## src/pkg/aigs_defs.svh

```systemverilog
// Purpose: Constants for the analog input and gain select block
// Assumes: Included by bare name; definitions only
// Notes:   Register port is a plain strobe port; offsets are word indices
`ifndef AIGS_DEFS_SVH
`define AIGS_DEFS_SVH
`define AIGS_ADDR_W          4
`define AIGS_OFF_INPUT       4'h0
`define AIGS_OFF_GAIN        4'h1
`define AIGS_OFF_CLAMP       4'h2
`define AIGS_OFF_STATUS      4'h3
`define AIGS_INPUT_RST       3'h0
`define AIGS_GAIN_RST        3'h0
`define AIGS_CLAMP_RST       2'h0
`define AIGS_CODE_SLEEP      3'h7
`define AIGS_CODE_SV1        3'h5
`define AIGS_CODE_SV2        3'h6
// Clamp field: [1:0] mode, [2] pedestal request
`define AIGS_CLAMP_PED_BIT   2
// Gain register: [2:0] manual gain code, [3] agc enable
`define AIGS_GAIN_AGC_BIT    3
`define AIGS_GAIN_AGC_RST    1'h1
// Input register: [2:0] input code, [3] single rate sampling
`define AIGS_INPUT_RATE_BIT  3
`define AIGS_INPUT_RATE_RST  1'h0
`endif

```

## src/pkg/aigs_pkg.sv

```systemverilog
// Purpose: Types for the analog input and gain select block
// Assumes: Nothing
// Notes:   Constants live in aigs_defs.svh
package aigs_pkg;
	// Clamp modes
	typedef enum logic [1:0] {
		AIGS_CLAMP_ANALOG  = 2'h0,
		AIGS_CLAMP_HYBRID  = 2'h1,
		AIGS_CLAMP_DIGITAL = 2'h2
	} aigs_clamp_t;
	// One-hot source state
	typedef enum logic [1:0] {
		AIGS_SRC_PINS = 2'h1,
		AIGS_SRC_REGS = 2'h2
	} aigs_src_t;
	// Front end controls
	typedef struct packed {
		logic [5:0] vin_luma;
		logic [5:0] vin_chroma;
		logic       conv1_on;
		logic       conv2_on;
		logic       sleep;
	} aigs_route_t;
	// Gain controls
	typedef struct packed {
		logic [2:0] gain_code;
		logic       gain_valid;
		logic       agc_analog;
		logic       agc_digital;
	} aigs_gain_t;
endpackage

```

## src/design/aigs_decode.sv

```systemverilog
// Purpose: Decode input code to multiplexer and converter controls
// Assumes: Code already chosen between pins and register
// Notes:   Pure combinational; caller registers the result
`timescale 1ns/1ps
`include "aigs_defs.svh"
module aigs_decode
	import aigs_pkg::*;
(
	// Code in
	input  wire logic [2:0]  code_in,
	// Decoded controls out
	output aigs_route_t      route_out
);
	// One-hot select of an input number 1..6
	function automatic logic [5:0] sel(input logic [2:0] n);
		sel = 6'h01 << (n - 3'h1);
	endfunction

	// Decoded pieces, joined into the bundle by one assignment
	logic [5:0] luma_sel;   // One-hot luma or composite source
	logic [5:0] chroma_sel; // One-hot chroma source
	logic       conv1;      // First converter runs
	logic       conv2;      // Second converter runs
	logic       asleep;     // Whole front end powered down

	// Luma path: composite input or S-video luma
	assign luma_sel =
		(code_in == `AIGS_CODE_SLEEP) ? 6'h00 :
		(code_in == `AIGS_CODE_SV1)   ? sel(3'h1) :
		(code_in == `AIGS_CODE_SV2)   ? sel(3'h2) :
		sel(code_in + 3'h1);
	// Chroma path only for S-video
	assign chroma_sel =
		(code_in == `AIGS_CODE_SV1) ? sel(3'h5) :
		(code_in == `AIGS_CODE_SV2) ? sel(3'h6) : 6'h00;
	assign conv1  = (code_in != `AIGS_CODE_SLEEP);
	assign conv2  = (code_in == `AIGS_CODE_SV1) ||
		(code_in == `AIGS_CODE_SV2);
	assign asleep = (code_in == `AIGS_CODE_SLEEP);
	// One driver for the whole bundle, member writes would clash
	assign route_out = {luma_sel, chroma_sel, conv1, conv2, asleep};
endmodule

```

## src/design/aigs_top.sv

```systemverilog
// Purpose: Analog front end input, gain, clamp and rate control
// Assumes: Synchronous active low reset; one 25 MHz clock
// Notes:   Outputs registered one cycle after pin changes, two cycles after a register write
//
// Decided for this implementation: the strobed register port and the address map.
`timescale 1ns/1ps
`include "aigs_defs.svh"
module aigs_top
	import aigs_pkg::*;
(
	// Clock and reset
	input  wire logic                   REF_CLK_IN,
	input  wire logic                   RESETN_IN,
	// Straps and selection pins
	input  wire logic                   SRC_REG_MODE_IN,
	input  wire logic [2:0]             INPUT_CHOICE_PINS_IN,
	input  wire logic [2:0]             GAIN_CHOICE_PINS_IN,
	// Register port
	input  wire logic [`AIGS_ADDR_W-1:0] ADDR_IN,
	input  wire logic [7:0]             WDATA_IN,
	input  wire logic                   WR_IN,
	input  wire logic                   RD_IN,
	output logic      [7:0]             RDATA_OUT,
	// Front end controls
	output logic      [5:0]             VIDEO_LUMA_SEL_OUT,
	output logic      [5:0]             VIDEO_CHROMA_SEL_OUT,
	output logic                        CONV1_ON_OUT,
	output logic                        CONV2_ON_OUT,
	output logic                        SLEEP_OUT,
	output logic      [2:0]             GAIN_CODE_OUT,
	output logic                        GAIN_VALID_OUT,
	output logic                        AGC_ANALOG_OUT,
	output logic                        AGC_DIGITAL_OUT,
	output logic      [1:0]             CLAMP_MODE_OUT,
	output logic                        PEDESTAL_CLAMP_OUT,
	output logic                        CONV_DOUBLE_RATE_OUT
);
	// Register fields
	logic [2:0]  input_choice_field;   // Input code
	logic        single_rate;          // Converter rate select
	logic [2:0]  gain_choice_field;    // Manual gain code
	logic        agc_enable;           // Automatic gain enable
	logic [1:0]  clamp_mode_field;     // Clamp mode
	logic        pedestal_req;         // Pedestal clamp request
	aigs_src_t   src_state;            // Which source drives codes

	// Write decodes, one named wire each
	wire wr_input = WR_IN && (ADDR_IN == `AIGS_OFF_INPUT);
	wire wr_gain  = WR_IN && (ADDR_IN == `AIGS_OFF_GAIN);
	wire wr_clamp = WR_IN && (ADDR_IN == `AIGS_OFF_CLAMP);

	// Register writes; reserved clamp code 3 is kept as written
	always_ff @(posedge REF_CLK_IN) begin
		if (!RESETN_IN) begin
			input_choice_field <= `AIGS_INPUT_RST;
			single_rate        <= `AIGS_INPUT_RATE_RST;
			gain_choice_field  <= `AIGS_GAIN_RST;
			agc_enable         <= `AIGS_GAIN_AGC_RST;
			clamp_mode_field   <= `AIGS_CLAMP_RST;
			pedestal_req       <= 1'h0;
		end else begin
			if (wr_input) begin
				input_choice_field <= WDATA_IN[2:0];
				single_rate <= WDATA_IN[`AIGS_INPUT_RATE_BIT];
			end
			if (wr_gain) begin
				gain_choice_field <= WDATA_IN[2:0];
				agc_enable <= WDATA_IN[`AIGS_GAIN_AGC_BIT];
			end
			if (wr_clamp) begin
				clamp_mode_field <= WDATA_IN[1:0];
				pedestal_req <= WDATA_IN[`AIGS_CLAMP_PED_BIT];
			end
		end
	end

	// Source state follows the mode pin each cycle
	aigs_src_t next_src_state;
	assign next_src_state =
		SRC_REG_MODE_IN ? AIGS_SRC_REGS : AIGS_SRC_PINS;
	always_ff @(posedge REF_CLK_IN) begin
		if (!RESETN_IN)
			src_state <= AIGS_SRC_PINS;
		else
			src_state <= next_src_state;
	end

	// Chosen codes; pin mode never looks at the fields
	logic [2:0] in_code;
	logic [2:0] gain_code;
	always_comb begin
		case (next_src_state)
			AIGS_SRC_REGS: begin
				in_code   = input_choice_field;
				gain_code = gain_choice_field;
			end
			AIGS_SRC_PINS: begin
				in_code   = INPUT_CHOICE_PINS_IN;
				gain_code = GAIN_CHOICE_PINS_IN;
			end
			default: begin
				in_code   = INPUT_CHOICE_PINS_IN;
				gain_code = GAIN_CHOICE_PINS_IN;
			end
		endcase
	end

	// Decode the input code
	aigs_route_t route;
	aigs_decode u_decode (
		.code_in   (in_code),
		.route_out (route)
	);

	// Pedestal clamp allowed only with digital clamp
	wire pedestal_ok = pedestal_req &&
		(clamp_mode_field == AIGS_CLAMP_DIGITAL);

	// Gain bundle; code 111 flagged as not valid
	wire gain_ok = (gain_code != 3'h7);
	wire agc_dig = agc_enable && !pedestal_ok;
	aigs_gain_t gain;
	// One driver for the whole bundle
	assign gain = {gain_code, gain_ok, agc_enable, agc_dig};

	// Registered outputs, refreshed every cycle
	always_ff @(posedge REF_CLK_IN) begin
		if (!RESETN_IN) begin
			VIDEO_LUMA_SEL_OUT   <= 6'h00;
			VIDEO_CHROMA_SEL_OUT <= 6'h00;
			CONV1_ON_OUT         <= 1'h0;
			CONV2_ON_OUT         <= 1'h0;
			SLEEP_OUT            <= 1'h1;
			GAIN_CODE_OUT        <= 3'h0;
			GAIN_VALID_OUT       <= 1'h0;
			AGC_ANALOG_OUT       <= 1'h0;
			AGC_DIGITAL_OUT      <= 1'h0;
			CLAMP_MODE_OUT       <= 2'h0;
			PEDESTAL_CLAMP_OUT   <= 1'h0;
			CONV_DOUBLE_RATE_OUT <= 1'h1;
		end else begin
			VIDEO_LUMA_SEL_OUT   <= route.vin_luma;
			VIDEO_CHROMA_SEL_OUT <= route.vin_chroma;
			CONV1_ON_OUT         <= route.conv1_on;
			CONV2_ON_OUT         <= route.conv2_on;
			SLEEP_OUT            <= route.sleep;
			GAIN_CODE_OUT        <= gain.gain_code;
			GAIN_VALID_OUT       <= gain.gain_valid;
			AGC_ANALOG_OUT       <= gain.agc_analog;
			AGC_DIGITAL_OUT      <= gain.agc_digital;
			CLAMP_MODE_OUT       <= clamp_mode_field;
			PEDESTAL_CLAMP_OUT   <= pedestal_ok;
			CONV_DOUBLE_RATE_OUT <= !single_rate;
		end
	end

	// Read mux; unmapped addresses read zero
	wire [7:0] rd_mux =
		(ADDR_IN == `AIGS_OFF_INPUT) ?
			{4'h0, single_rate, input_choice_field} :
		(ADDR_IN == `AIGS_OFF_GAIN) ?
			{4'h0, agc_enable, gain_choice_field} :
		(ADDR_IN == `AIGS_OFF_CLAMP) ?
			{5'h00, pedestal_req, clamp_mode_field} :
		(ADDR_IN == `AIGS_OFF_STATUS) ?
			{1'h0, SLEEP_OUT, CONV2_ON_OUT, CONV1_ON_OUT,
			 src_state == AIGS_SRC_REGS, GAIN_CODE_OUT} :
			8'h00;
	always_ff @(posedge REF_CLK_IN) begin
		if (!RESETN_IN)
			RDATA_OUT <= 8'h00;
		else
			RDATA_OUT <= RD_IN ? rd_mux : 8'h00;
	end

	// Checks
	property p_pin_mode;
		@(posedge REF_CLK_IN) disable iff (!RESETN_IN)
		!SRC_REG_MODE_IN |=> GAIN_CODE_OUT == $past(GAIN_CHOICE_PINS_IN);
	endproperty
	a_pin_mode: assert property (p_pin_mode)
		else $error("pin mode gain mismatch");
	property p_reg_mode;
		@(posedge REF_CLK_IN) disable iff (!RESETN_IN)
		SRC_REG_MODE_IN |=> GAIN_CODE_OUT == $past(gain_choice_field);
	endproperty
	a_reg_mode: assert property (p_reg_mode)
		else $error("register mode gain mismatch");
	property p_sleep;
		@(posedge REF_CLK_IN) disable iff (!RESETN_IN)
		in_code == 3'h7 |=> SLEEP_OUT && !CONV1_ON_OUT && !CONV2_ON_OUT
			&& VIDEO_LUMA_SEL_OUT == 6'h00;
	endproperty
	a_sleep: assert property (p_sleep)
		else $error("sleep decode wrong");
	property p_comp;
		@(posedge REF_CLK_IN) disable iff (!RESETN_IN)
		in_code < 3'h5 |=> CONV1_ON_OUT && !CONV2_ON_OUT &&
			VIDEO_LUMA_SEL_OUT == (6'h01 << $past(in_code));
	endproperty
	a_comp: assert property (p_comp)
		else $error("composite decode wrong");
	property p_sv1;
		@(posedge REF_CLK_IN) disable iff (!RESETN_IN)
		in_code == 3'h5 |=> VIDEO_LUMA_SEL_OUT == 6'h01 &&
			VIDEO_CHROMA_SEL_OUT == 6'h10 && CONV2_ON_OUT;
	endproperty
	a_sv1: assert property (p_sv1)
		else $error("svideo 1 decode wrong");
	property p_sv2;
		@(posedge REF_CLK_IN) disable iff (!RESETN_IN)
		in_code == 3'h6 |=> VIDEO_LUMA_SEL_OUT == 6'h02 &&
			VIDEO_CHROMA_SEL_OUT == 6'h20 && CONV1_ON_OUT;
	endproperty
	a_sv2: assert property (p_sv2)
		else $error("svideo 2 decode wrong");
	property p_ped;
		@(posedge REF_CLK_IN) disable iff (!RESETN_IN)
		PEDESTAL_CLAMP_OUT |-> CLAMP_MODE_OUT == 2'h2;
	endproperty
	a_ped: assert property (p_ped)
		else $error("pedestal outside digital clamp");
	property p_rst;
		@(posedge REF_CLK_IN)
		!RESETN_IN |=> input_choice_field == 3'h0 && CONV_DOUBLE_RATE_OUT;
	endproperty
	a_rst: assert property (p_rst)
		else $error("reset defaults wrong");
	property p_rate;
		@(posedge REF_CLK_IN) disable iff (!RESETN_IN)
		wr_input ##1 1'b1 |=> CONV_DOUBLE_RATE_OUT ==
			!$past(WDATA_IN[3], 2);
	endproperty
	a_rate: assert property (p_rate)
		else $error("rate select wrong");
	c_sv1:   cover property (@(posedge REF_CLK_IN) in_code == 3'h5);
	c_sleep: cover property (@(posedge REF_CLK_IN) SLEEP_OUT && RESETN_IN);
	c_ped:   cover property (@(posedge REF_CLK_IN) PEDESTAL_CLAMP_OUT);
endmodule

```

## config.mk

```make
export PLATFORM = sky130hd
export DESIGN_NAME = aigs_top
export DESIGN_NICKNAME = d
export VERILOG_FILES = /design/src/pkg/aigs_pkg.sv /design/src/design/aigs_decode.sv /design/src/design/aigs_top.sv
export VERILOG_INCLUDE_DIRS = /design/src /design/src/pkg
export SDC_FILE = /design/constraint.sdc
export NUM_CORES = 1
export LEC_CHECK = 0
export BUFFER_PORTS_ARGS = -buffer_cell sky130_fd_sc_hd__buf_4
export CAP_MARGIN = 5
export CORE_MARGIN = 2
export CORE_UTILIZATION = 50
export DETAILED_ROUTE_END_ITERATION = 6
export PLACE_DENSITY_LB_ADDON = 0.1
export SLEW_MARGIN = 20
export SYNTH_ARGS = -nofsm -noshare
export SYNTH_HDL_FRONTEND = slang
export SYNTH_HIERARCHICAL = 1
export SYNTH_SLANG_ARGS = --single-unit
```

## constraint.sdc

```tcl
create_clock -name REF_CLK_IN -period 4.26 [get_ports REF_CLK_IN]
set_input_delay 0.639 -clock REF_CLK_IN [delete_from_list [all_inputs] [get_ports REF_CLK_IN]]
set_output_delay 0.639 -clock REF_CLK_IN [all_outputs]
set_load 0.03 [all_outputs]
```

# Word level (Yosys, flattened, before mapping)
# Index checks and enable logic that the tools add are counted.
# W data, S select, Z words.
[classes] addsub=2 n_eq_ne=11 n_shift=1 mux=11 bitwise_logic=3 n_reduce_logical=16
[ops] cell="$mux W4" n=4
[ops] cell="$eq A3 B3 Y1 const B" n=3
[ops] cell="$eq A4 B2 Y1 const B" n=2
[ops] cell="$eq A2 B2 Y1 const B" n=3
[ops] cell="$mux W3" n=2
[ops] cell="$mux W6" n=1
[ops] cell="$ne A3 B3 Y1 const B" n=2
[ops] cell="$reduce_or A6 Y1" n=1
[ops] cell="$shl A1 B3 Y6 const A" n=1
[ops] cell="$logic_and A1 B1 Y1" n=5
[ops] cell="$mux W5" n=1
[ops] cell="$reduce_or A5 Y1" n=1
[ops] cell="$eq A4 B1 Y1 const B" n=1
[ops] cell="$logic_not A4 Y1" n=1
[ops] cell="$mux W2" n=2
[ops] cell="$reduce_or A2 Y1" n=2
[ops] cell="$reduce_or A4 Y1" n=1
[ops] cell="$add A3 B1 Y3 const B" n=1
[ops] cell="$not A1 Y1" n=3
[ops] cell="$reduce_or A3 Y1" n=1
[ops] cell="$sub A3 B1 Y3 const B" n=1
[ops] cell="$logic_not A1 Y1" n=2
[ops] cell="$reduce_and A2 Y1" n=1
[ops] cell="$logic_or A1 B1 Y1" n=1
[ops] cell="$mux W1" n=1
[totals] regBits=46 out_inout_bits=33 wordCells=69

# Longest topological paths before layout
# Gate-level depths: netlist of run 1.
[depth] depth_word=8 ltp_mapped=7 depth_no_buf=4

# Hierarchy
# The synthesis of run 1 kept the hierarchy.
[by_module_without_submodules] mod="aigs_top" n_inst=1 cells_per_inst=149 area_each_um2=1590.3 seq_area_each_um2=900.9
[by_module_without_submodules] mod="aigs_decode" n_inst=1 cells_per_inst=27 area_each_um2=170.2 seq_area_each_um2=0.0

# Worst setup path after synthesis of run 1
# OpenSTA, ideal clock, no wires.
[synth_path] kind="input -> register" from="input port SRC_REG_MODE_IN" to="register CONV2_ON_OUT" setup_ns=0.115 t_arrival_ns=1.956 path_slack_ns=2.189 cell_stages=7 path_cell_list="clkbuf_1 mux2_2 buf_6 xor2_1 and2_1 buf_4 and2_1"
[synth_via] elab_chain_len=5 elab_cells_between_ends=6 classes_between="eq/ne (3); mux (2); reduce/logical (1)"
[synth_lines] element="from (decl)" line_no="aigs_top.sv:15" rtl="input wire logic SRC_REG_MODE_IN,"
[synth_lines] element="$mux W2 (*)" line_no="aigs_top.sv:80" rtl="SRC_REG_MODE_IN ? AIGS_SRC_REGS : AIGS_SRC_PINS;"
[synth_lines] element="$eq A2 B2 Y1 (*)" line_no="aigs_top.sv:92" rtl="case (next_src_state)"
[synth_lines] element="$mux W3 (*)" line_no="aigs_top.sv:92"
[synth_lines] element="named net in_code[1]" line_no="aigs_top.sv:89" rtl="logic [2:0] in_code;"
[synth_lines] element="$eq A3 B3 Y1 (no line)"
[synth_lines] element="$logic_or A1 B1 Y1 (*)" line_no="aigs_decode.sv:37" rtl="assign conv2 = (code_in == `AIGS_CODE_SV1) ||"
[synth_lines] element="named net u_decode.conv2" line_no="aigs_decode.sv:23" rtl="logic conv2;"
[synth_lines] element="to (signal assigned)" line_no="aigs_top.sv:145" rtl="CONV2_ON_OUT <= route.conv2_on;"
[synth_lines] element="to (decl)" line_no="aigs_top.sv:28" rtl="output logic CONV2_ON_OUT,"
# Mark *: on every way through the listed nets, which the timed path passes. The rest lies on a longest branch.
# A chain may end at the register's enable or synchronous reset.

# Worst setup path in the final report of run 1
[layout_path] from="input port SRC_REG_MODE_IN" to="register VIDEO_LUMA_SEL_OUT[1]"
[layout_via] elab_chain_len=7 elab_cells_between_ends=11 classes_between="add/sub (2); eq/ne (4); shift (1); mux (3); reduce/logical (1)"
[layout_lines] element="$mux W2 (*)" line_no="aigs_top.sv:80"
[layout_lines] element="$eq A2 B2 Y1 (*)" line_no="aigs_top.sv:92"
[layout_lines] element="$mux W3 (*)" line_no="aigs_top.sv:92"
[layout_lines] element="named net in_code[1]" line_no="aigs_top.sv:89"
[layout_lines] element="$add A3 B1 Y3" line_no="aigs_decode.sv:31" rtl="sel(code_in + 3'h1);"
[layout_lines] element="$sub A3 B1 Y3" line_no="aigs_decode.sv:16" rtl="sel = 6'h01 << (n - 3'h1);"
[layout_lines] element="$shl A1 B3 Y6" line_no="aigs_decode.sv:16"
[layout_lines] element="$mux W2" line_no="aigs_decode.sv:30" rtl="(code_in == `AIGS_CODE_SV2) ? sel(3'h2) :"
[layout_lines] element="to (signal assigned)" line_no="aigs_top.sv:142" rtl="VIDEO_LUMA_SEL_OUT <= route.vin_luma;"
[layout_lines] element="to (decl)" line_no="aigs_top.sv:25" rtl="output logic [5:0] VIDEO_LUMA_SEL_OUT,"
# Marks and branches as above.

==> impl_metrics.tcl, run 1 <==
set metrics [dict create \
    clk_pin_slew_ns 0.12 \
    setup_slack_ns 2.72 \
    grt_start_max_net_pins 42 \
    fin_crit_ns 1.54 \
    crit_path_start_kind "input pin" \
    crit_fanout 9 \
    tritoncts "yes" \
    status "finished clean" \
    pwr-share-seq_pct 51.8 \
    cts_hold_buf 0 \
    num_antenna_cells 0 \
    cts_resized 0 \
    critPathRequiredTime_ns 4.51 \
    hpwl_um 2300 \
    syn_inst 176 \
    synth_top_family_by_area "simple AND/OR/NAND/NOR gates" \
    fin_skew_ns 0.0122 \
    setup_viol 0 \
    fin_util_pct 65.0 \
    syn-cell-area_um2 1760 \
    grt_pass1_vias 1217 \
    ant_nets 0 \
    synth_xor_area_share_pct 0.498 \
    port_buffers 50 \
    hold_class "flop to flop" \
    synth_edf_count 0 \
    setup_tns_ns 0 \
    ioPinCount 56 \
    ys_ff_latch 45 \
    overflow 0 \
    synth_area_per_cell_um2 10.0 \
    power_uw 846 \
    avgRoutedWirePerCell_um 11.9 \
    drt_iter0_markers 60 \
    sw_frac_of_total_pct 22.7 \
    root_buffer "clkbuf_4" \
    core-area_um2 3360 \
    drive_gt1_share_pct 30.1 \
    start_util_pct 52.3 \
    synthAdderAreaFrac_pct 0 \
    grt_usage_pct 17.2 \
    wirelength_um 3150 \
    firstDrtPassIters 4 \
    dieHeight_um 63.3 \
    cts_num_sinks 45 \
    power_switching_uw 192 \
    power_frac_comb_pct 10.9 \
    cts_setup_buffers 0 \
    cts_max_level 2 \
    antenna_found_initial 0 \
    clk_latency_ns 0.35 \
    path_class "input pin to flop" \
    pre_cts_ws_ns 2.35 \
    p_per_area_nw_per_um2 387 \
    p_leak_uw 0.00106 \
    drv_cap 0 \
    nets 241 \
    synthSimpleGateAreaFrac_pct 20.8 \
    ys_warn_count 6 \
    seq_area_frac_synth_pct 51.2 \
    cp.arrival_ns 1.80 \
    async_flop_share_pct 0 \
    die_area_um2 4010 \
    cp-end-kind "flop" \
    drc 0 \
    die_w_um 63.3 \
    grt_pass1_wl_um 5430 \
    drt-vias-per-instance 4.78 \
    vias 1268 \
    max_freq_mhz 647 \
    synth_cell_types 31 \
    nFillCells 304 \
    numCtsBuffers 5 \
    slew_viol_final 0 \
    synth_compound_area_share_pct 5.33 \
    syn_to_final_growth_pct 24.2 \
    synth_mux_area_share_pct 12.9 \
    cts_max_path_buffers 2 \
    final-hold-violation-count 0 \
    final_area_um2 2190 \
    postPlaceCellArea_um2 2080 \
    synth_ff_type "dfxtp_1" \
    min_period_over_period_pct 36.3 \
    fp-row-count 21 \
    peakVddDrop_v 0.000280 \
    internal_power_uw 654 \
    clkPwrFrac_pct 37.4 \
    rsz0062_at_grt "no" \
    gp_congestion 0.786 \
]
==> power by group through the flow <==
stage | clock network, uW | logic (uW) | registers (uW)
6_report | 316 | 91.8 | 438
5_1_grt | 342 | 99.6 | 439
4_1_cts | 322 | 91.9 | 438
3_5_place_dp | 0 | 91.5 | 447
3_3_place_gp | 0 | 90.6 | 447
2_1_floorplan | 0 | 44.1 | 466
==> registers in the layout, indices dropped and copies added, names as in the netlist <==
signal                count
GAIN_CODE_OUT             3
AGC_ANALOG_OUT            1
CLAMP_MODE_OUT            2
CONV_DOUBLE_RATE_OUT      1
AGC_DIGITAL_OUT           1
VIDEO_CHROMA_SEL_OUT      6
GAIN_VALID_OUT            1
clamp_mode_field          2
src_state                 2
SLEEP_OUT                 1
VIDEO_LUMA_SEL_OUT        6
CONV2_ON_OUT              1
pedestal_req              1
input_choice_field        3
agc_enable                1
gain_choice_field         3
CONV1_ON_OUT              1
PEDESTAL_CLAMP_OUT        1
RDATA_OUT                 7
single_rate               1
==> placed cells by master, fill, tap and decap left out <==
master,Yosys,layout
a21boi_0,1,1
a21oi_1,4,4
a221oi_2,1,1
a31oi_1,1,1
a41oi_1,1,1
and2_1,18,18
and3_1,2,2
and3b_1,1,1
buf_4,10,50
bufinv_16,0,2
clkbuf_4,0,5
clkinv_2,0,1
conb_1,2,6
dfxtp_1,45,45
inv_1,8,8
mux2_2,6,6
mux2i_1,16,16
nand2_1,22,22
nand2b_1,2,2
nand3_1,2,2
nand4bb_4,1,1
nor2_1,6,6
nor2b_1,5,5
nor3_1,2,2
nor3b_1,2,2
o2111ai_1,3,3
o21ai_0,1,1
o21ai_1,1,1
or2_1,2,2
or3b_1,1,1
xor2_1,1,1
==> final cells by class <==
| class | instances | area [um2] | share of cell area, % |
|---|---|---|---|
| repair buffers | 50 | 375 | 17.2 |
| flip-flops and latches | 45 | 901 | 41.2 |
| inverters | 8 | 30.0 | 1.37 |
| clock buffers | 5 | 37.5 | 1.72 |
| well taps | 46 | 57.6 | 2.63 |
| multi-input cells | 108 | 719 | 32.9 |
| clock inverters | 3 | 65.1 | 2.98 |
==> worst max-delay path, stage by stage <==
cell,delay (ns)
buf_4,0.15
mux2_2,0.42
and3b_1,0.21
or2_1,0.22
and2_1,0.15
==> routing by layer <==
layer  vias up  routed length [um]  track usage (%)
li1        638                   -                -
met3         4                 216             4.29
met4         0                  32             7.88
met1       584                1470             22.3
met5         -                   0                0
met2        42                1440             26.7
==> kinds of logic after synthesis <==
group	after synthesis
simple gates	66
flops	45
buf+inv	27
mux	22
compound gates	13
other cells	2
xor+xnor	1
==> Yosys cell counts, types with 2 or more instances <==
cell	count	area, um2
buf_4	10	75.1
nand3_1	2	10.0
mux2i_1	16	160
nor3b_1	2	15.0
clkbuf_1	6	22.5
or2_1	2	12.5
o2111ai_1	3	26.3
and3_1	2	12.5
nand2b_1	2	12.5
nor2b_1	5	31.3
nor3_1	2	10.0
inv_1	8	30.0
dfxtp_1	45	901
mux2_2	6	67.6
and2_1	18	113
buf_6	2	22.5
nor2_1	6	22.5
nand2_1	22	82.6
a21oi_1	4	20.0
conb_1	2	7.51
==> worst paths after layout <==
| path | startpoint | end | cells past startpoint | slack, ns |
|---|---|---|---|---|
| max | SRC_REG_MODE_IN | VIDEO_LUMA_SEL_OUT[1]$_SDFF_PN0_ | 5 | 2.72 |
| min | single_rate$_SDFFE_PN0P_ | CONV_DOUBLE_RATE_OUT$_SDFF_PN1_ | 1 | 0.43 |
| max reg2reg | input_choice_field[1]$_SDFFE_PN0P_ | VIDEO_LUMA_SEL_OUT[1]$_SDFF_PN0_ | 4 | 2.90 |
| min reg2reg | single_rate$_SDFFE_PN0P_ | CONV_DOUBLE_RATE_OUT$_SDFF_PN1_ | 1 | 0.43 |
==> through the flow <==
| step | hold slack (ns) | cells |
|---|---|---|
| 6_report | 0.427 | 265 |
| 5_1_grt | 0.466 | 265 |
| 4_1_cts | 0.436 | 265 |
| 3_5_place_dp | 0.402 | 257 |
| 3_3_place_gp | 0.393 | 257 |
| 2_1_floorplan | 0.378 | 180 |
Note: power is estimated with default switching activity, not from simulation.
==> run 2: changes to the inputs <==
==> constraint.sdc (replaced) <==
create_clock -name REF_CLK_IN -period 1.45 [get_ports REF_CLK_IN]
set_input_delay 0.2175 -clock REF_CLK_IN [delete_from_list [all_inputs] [get_ports REF_CLK_IN]]
set_output_delay 0.2175 -clock REF_CLK_IN [all_outputs]
set_load 0.03 [all_outputs]
==> run 2 against run 1 <==
- combinational power increased to 3.0 times the previous value
- global-route usage increased by 0.15 points
- register-to-register slack got worse by 2.8 ns
- clock power is 80% higher
- final cell count up 0.75%
- non-clock buffer count is 2 higher
- highest routed layer unchanged
==> impl_metrics.tcl, run 2 (synthesis gave the netlist of run 1 again) <==
set metrics [dict create \
    status "finished clean" \
    cts_num_sinks 45 \
    fin_skew_ns 0.00587 \
    clk_pin_slew_ns 0.12 \
    fin_util_pct 64.1 \
    dieHeight_um 63.3 \
    cp.arrival_ns 1.60 \
    holdPathEnd "single_rate$_SDFFE_PN0P_" \
    clk_latency_ns 0.35 \
    fp-row-count 21 \
    max_freq_mhz 750 \
    slew_viol_final 0 \
    core-area_um2 3360 \
    p_per_area_nw_per_um2 987 \
    ant_nets 0 \
    grt_pass1_vias 1201 \
    postPlaceCellArea_um2 2100 \
    multi_input_area_um2 723 \
    die_w_um 63.3 \
    largest_reg_flops 7 \
    hold_depth 3 \
    cts_hold_buf 0 \
    rsz0062_at_grt "no" \
    path_class "flop to flop" \
    drive_gt1_share_pct 30.8 \
    drc 0 \
    final-hold-violation-count 0 \
    final_cell_mix "52 x buf_4, 45 x dfxtp_1, 22 x nand2_1" \
    final_area_um2 2160 \
    reg2reg_depth 4 \
    avgRoutedWirePerCell_um 12.0 \
    cts_setup_buffers 0 \
    placedCellCount 259 \
    ioPinCount 56 \
    tritoncts "yes" \
    fin_cells 267 \
    grt_pass1_wl_um 5240 \
    p_leak_uw 0.00105 \
    cp-end-kind "flop" \
    die_area_um2 4010 \
    nFillCells 318 \
    drt-vias-per-instance 4.72 \
    critPathRequiredTime_ns 1.71 \
    drv_cap 0 \
    min_from "WDATA_IN[3]" \
    grt_start_max_net_pins 42 \
    setup_tns_ns 0 \
    crit_path_start_kind "flop" \
    port_buffers 50 \
    antenna_found_initial 0 \
    num_antenna_cells 0 \
    drt_iter0_markers 42 \
    nets 243 \
    hpwl_um 2400 \
    regToRegSetupSlack_ns 0.12 \
    reg_top3 "RDATA_OUT: 7 flops, VIDEO_CHROMA_SEL_OUT: 6 flops, VIDEO_LUMA_SEL_OUT: 6 flops" \
    vias 1260 \
    largest_register "RDATA_OUT" \
    cts_max_level 2 \
    firstDrtPassIters 4 \
    overflow 0 \
    start_util_pct 52.3 \
    cts_resized 0 \
    syn_to_final_growth_pct 22.5 \
    gp_congestion 0.760 \
    wirelength_um 3190 \
    peakVddDrop_v 0.000684 \
    crit_fanout 9 \
    fin_crit_ns 1.33 \
    grt_usage_pct 17.3 \
    reg2reg_to "VIDEO_LUMA_SEL_OUT[1]$_SDFF_PN0_" \
    layout_commonest_cell "buf_4" \
    hold_class "input pin to flop" \
    min_period_over_period_pct 92.0 \
    cts_max_path_buffers 2 \
    reg2reg_from "input_choice_field[1]$_SDFFE_PN0P_" \
    root_buffer "clkbuf_4" \
    area.sequential_um2 901 \
    setup_viol 0 \
    numCtsBuffers 5 \
]
[run 2: how the worst max path moves through the flow]
stage | cells past startpoint | to | slack [ns] | start
after global placement | 5 | VIDEO_LUMA_SEL_OUT[1]$_SDFF_PN0_ | 0.09 | SRC_REG_MODE_IN
after detailed placement | 5 | VIDEO_LUMA_SEL_OUT[1]$_SDFF_PN0_ | 0.05 | SRC_REG_MODE_IN
after floorplan | 7 | CONV2_ON_OUT$_SDFF_PN0_ | 0.01 | SRC_REG_MODE_IN
after global routing | 4 | VIDEO_LUMA_SEL_OUT[1]$_SDFF_PN0_ | 0.05 | input_choice_field[1]$_SDFFE_PN0P_
after CTS | 4 | VIDEO_LUMA_SEL_OUT[1]$_SDFF_PN0_ | 0.11 | input_choice_field[1]$_SDFFE_PN0P_
final | 4 | VIDEO_LUMA_SEL_OUT[1]$_SDFF_PN0_ | 0.12 | input_choice_field[1]$_SDFFE_PN0P_
[run 2: area by class of cell]
cell class / count / share of cell area [%]
well taps: 46 / 2.67
inverters: 8 / 1.39
clock inverters: 3 / 0.812
repair buffers: 52 / 18.1
multi-input cells: 108 / 33.5
flip-flops and latches: 45 / 41.8
clock buffers: 5 / 1.74
[run 2: stage by stage]
stage	setup slack, ns	total power [uW]	hold slack (ns)
5_1_grt	0.0531	2230	0.0865
2_1_floorplan	0.00996	1510	0.345
4_1_cts	0.112	2160	0.104
3_5_place_dp	0.0459	1590	0.393
3_3_place_gp	0.0907	1580	0.392
6_report	0.116	2130	0.117
[run 2: critical path, cell delays in order (launching register included)]
cell and delay, ns:
dfxtp_1 0.35, mux2_4 0.31, and3b_1 0.20, or2_1 0.23, and2_1 0.16
[run 2: layer usage]
layer  vias up  GRT usage (%)  part of all wire [%]
li1        646              -                     -
met1       568           20.1                    45
met2        41           27.8                    45
met3         5           8.04                   7.6
met4         0           6.52                   1.9
met5         -              0                     0
[run 2: power breakdown]
group	internal (uW)	leakage (uW)	switching, uW	total [uW]
Combinational	120	0.000649	155	275
Clock	183	0.0000310	386	569
Sequential	1270	0.000368	12.8	1280
==> run 3: changes to the inputs <==
--- a/config.mk
+++ b/config.mk
@@ -9,11 +9,10 @@
 export BUFFER_PORTS_ARGS = -buffer_cell sky130_fd_sc_hd__buf_4
 export CAP_MARGIN = 5
 export CORE_MARGIN = 2
-export CORE_UTILIZATION = 50
+export CORE_UTILIZATION = 48
 export DETAILED_ROUTE_END_ITERATION = 6
 export PLACE_DENSITY_LB_ADDON = 0.1
 export SLEW_MARGIN = 20
 export SYNTH_ARGS = -nofsm -noshare
 export SYNTH_HDL_FRONTEND = slang
-export SYNTH_HIERARCHICAL = 1
 export SYNTH_SLANG_ARGS = --single-unit
==> run 3 against run 2 <==
- sequential cell count fell by 4
- critical path depth down 2
- worst hold slack better by 0.011 ns
- maximum frequency increased by 21%
- register-to-register slack improved by 0.23 ns
- routed wire length is 5.8% lower
- sequential power decreased by 9%
- clock power grew 34%
- first-iteration DRC count is 33% lower
- critical path type unchanged
==> impl_metrics.tcl, run 3 <==
set metrics [dict create \
    syn_to_final_growth_pct 26.9 \
    path_class "flop to flop" \
    crit_path_start_kind "flop" \
    grt_pass1_vias 1090 \
    critPathTopFamily "multiplexers" \
    synth_top_cell_area_share_pct 52.2 \
    ant_nets 0 \
    synth_edf_count 0 \
    synth_cell_types 35 \
    firstDrtPassIters 4 \
    ys_ff_latch 41 \
    clk_latency_ns 0.33 \
    gp_congestion 0.780 \
    drt-vias-per-instance 4.88 \
    hold_class "input pin to flop" \
    layout_commonest_cell "buf_4" \
    die_w_um 61.2 \
    grt_usage_pct 17.5 \
    nFillCells 298 \
    path_buf_inv 0 \
    fin_skew_ns 0.00548 \
    start_util_pct 51.1 \
    cp-end-kind "flop" \
    largest_reg_flops 7 \
    cts_num_sinks 41 \
    drc 0 \
    syn_inst 146 \
    grt_pass1_wl_um 4710 \
    overflow 0 \
    die_area_um2 3750 \
    ioPinCount 56 \
    largest_register "RDATA_OUT" \
    peakVddDrop_v 0.000582 \
    tritoncts "yes" \
    clk_pin_slew_ns 0.12 \
    p_leak_uw 0.000946 \
    seq_area_frac_synth_pct 52.2 \
    slew_viol_final 0 \
    yosysTopAreaCell "dfxtp_1" \
    async_flop_share_pct 0 \
    max_freq_mhz 906 \
    core-area_um2 3080 \
    reg_top3 "RDATA_OUT: 7 flops, VIDEO_LUMA_SEL_OUT: 6 flops" \
    fin_util_pct 64.8 \
    fp-row-count 20 \
    syn-cell-area_um2 1570 \
    wirelength_um 3010 \
    grt_start_max_net_pins 16 \
    rsz0062_at_grt "no" \
    synth_area_leaders "dfxtp_1 52%, mux2i_1 8.9%, nand2_1 4.8%, mux4_2 4.3%, buf_4 2.9%" \
    cpMaxStageDelayCell "mux4_2" \
    ys_warn_count 0 \
    setup_viol 0 \
    root_buffer "clkbuf_4" \
    drt_iter0_markers 28 \
    status "finished clean" \
    drive_gt1_share_pct 31.8 \
    dieHeight_um 61.2 \
    cts_resized 0 \
    vias 1166 \
    synth_area_per_cell_um2 10.8 \
    critPathRequiredTime_ns 1.69 \
    min_period_over_period_pct 76.1 \
    crit_chain "mux4_2, nor2b_4" \
    cts_max_level 2 \
    antenna_found_initial 0 \
    final-hold-violation-count 0 \
    drv_cap 0 \
    crit_fanout 6 \
    cts_hold_buf 0 \
    nets 217 \
    cts_max_path_buffers 2 \
    cp.arrival_ns 1.34 \
    cts_setup_buffers 0 \
    max_stage_delay_ns 0.49 \
    final_cell_mix "47 x buf_4, 41 x dfxtp_1, 20 x nand2_1" \
    synth_ff_type "dfxtp_1" \
    hpwl_um 2290 \
    numCtsBuffers 5 \
    num_antenna_cells 0 \
    synthMostInstantiatedCell "dfxtp_1" \
    avgRoutedWirePerCell_um 12.6 \
    port_buffers 46 \
    ys_top_cells_by_count "41 x dfxtp_1, 20 x nand2_1, 14 x mux2i_1" \
    fin_crit_ns 1.10 \
    setup_tns_ns 0 \
    p_per_area_nw_per_um2 1090 \
]
-- run 3: changes by cell type in the layout (fill, tap and decap cells not counted), sizes merged, moves of 3 or more --
cell,change
mux2,-6
a21oi,-3
dfxtp,-4
buf,-5
and2,-15
nor2,+4
o2111ai,-3
nor2b,+3
mux4,+3
-- run 3: per-layer routing --
metal / vias to the layer above / share of wire [%] / global-route usage [%]
met4: 0 / 1.5 / 7.14
met1: 535 / 43 / 21.1
li1: 577 / - / -
met5: - / 0 / 0
met3: 5 / 7.7 / 4.20
met2: 49 / 48 / 29.8
-- run 3: area by class of cell --
cell class / instances / area, um2 / area share, %
clock buffer: 7 / 55.1 / 2.76
timing repair buffer: 47 / 353 / 17.7
inverter: 7 / 26.3 / 1.32
multi-input combinational: 92 / 656 / 32.9
sequential: 41 / 821 / 41.1
clock inverter: 1 / 30.0 / 1.50
tap: 44 / 55.1 / 2.76
-- run 3: cell families (layout without fill, tap and decap cells) --
logic type | count (synthesis) | after routing | share of synthesized area (%)
simple gates | 53 | 53 | 19.7
flops | 41 | 41 | 52.2
mux | 18 | 18 | 14.1
buf+inv | 18 | 62 | 7.32
compound gates | 14 | 14 | 5.97
other cells | 1 | 6 | 0.238
xor+xnor | 1 | 1 | 0.557
-- run 3: final timing paths --
check | start | end | slack, ns | cells past startpoint
worst max register to register | input_choice_field[1]$_SDFFE_PN0P_ | RDATA_OUT[1]$_SDFF_PN0_ | 0.35 | 2
worst max-delay path | input_choice_field[1]$_SDFFE_PN0P_ | RDATA_OUT[1]$_SDFF_PN0_ | 0.35 | 2
worst min register to register | single_rate$_SDFFE_PN0P_ | CONV_DOUBLE_RATE_OUT$_SDFF_PN1_ | 0.42 | 1
worst min-delay path | WDATA_IN[3] | single_rate$_SDFFE_PN0P_ | 0.13 | 3
-- run 3: through the flow --
stage / worst slack [ns] / hold WS, ns / power (uW) / cell area, um2 / std cells
2_1_floorplan: 0.338 / 0.356 / 1360 / 1590 / 151
3_3_place_gp: 0.259 / 0.396 / 1430 / 1910 / 231
3_5_place_dp: 0.218 / 0.401 / 1440 / 1910 / 231
4_1_cts: 0.341 / 0.120 / 2190 / 2000 / 239
5_1_grt: 0.290 / 0.136 / 2260 / 2000 / 239
6_report: 0.347 / 0.128 / 2180 / 2000 / 239
-- run 3: worst reg2reg max path, stage by stage, from the launching register on --
cell and delay, ns:
dfxtp_1 0.38, mux4_2 0.49, nor2b_4 0.14
-- run 3: power by group --
part | switching, uW | internal [uW] | total [uW]
Sequential | 12.3 | 1150 | 1170
Clock | 350 | 412 | 762
Combinational | 143 | 103 | 246
Total | 506 | 1670 | 2180
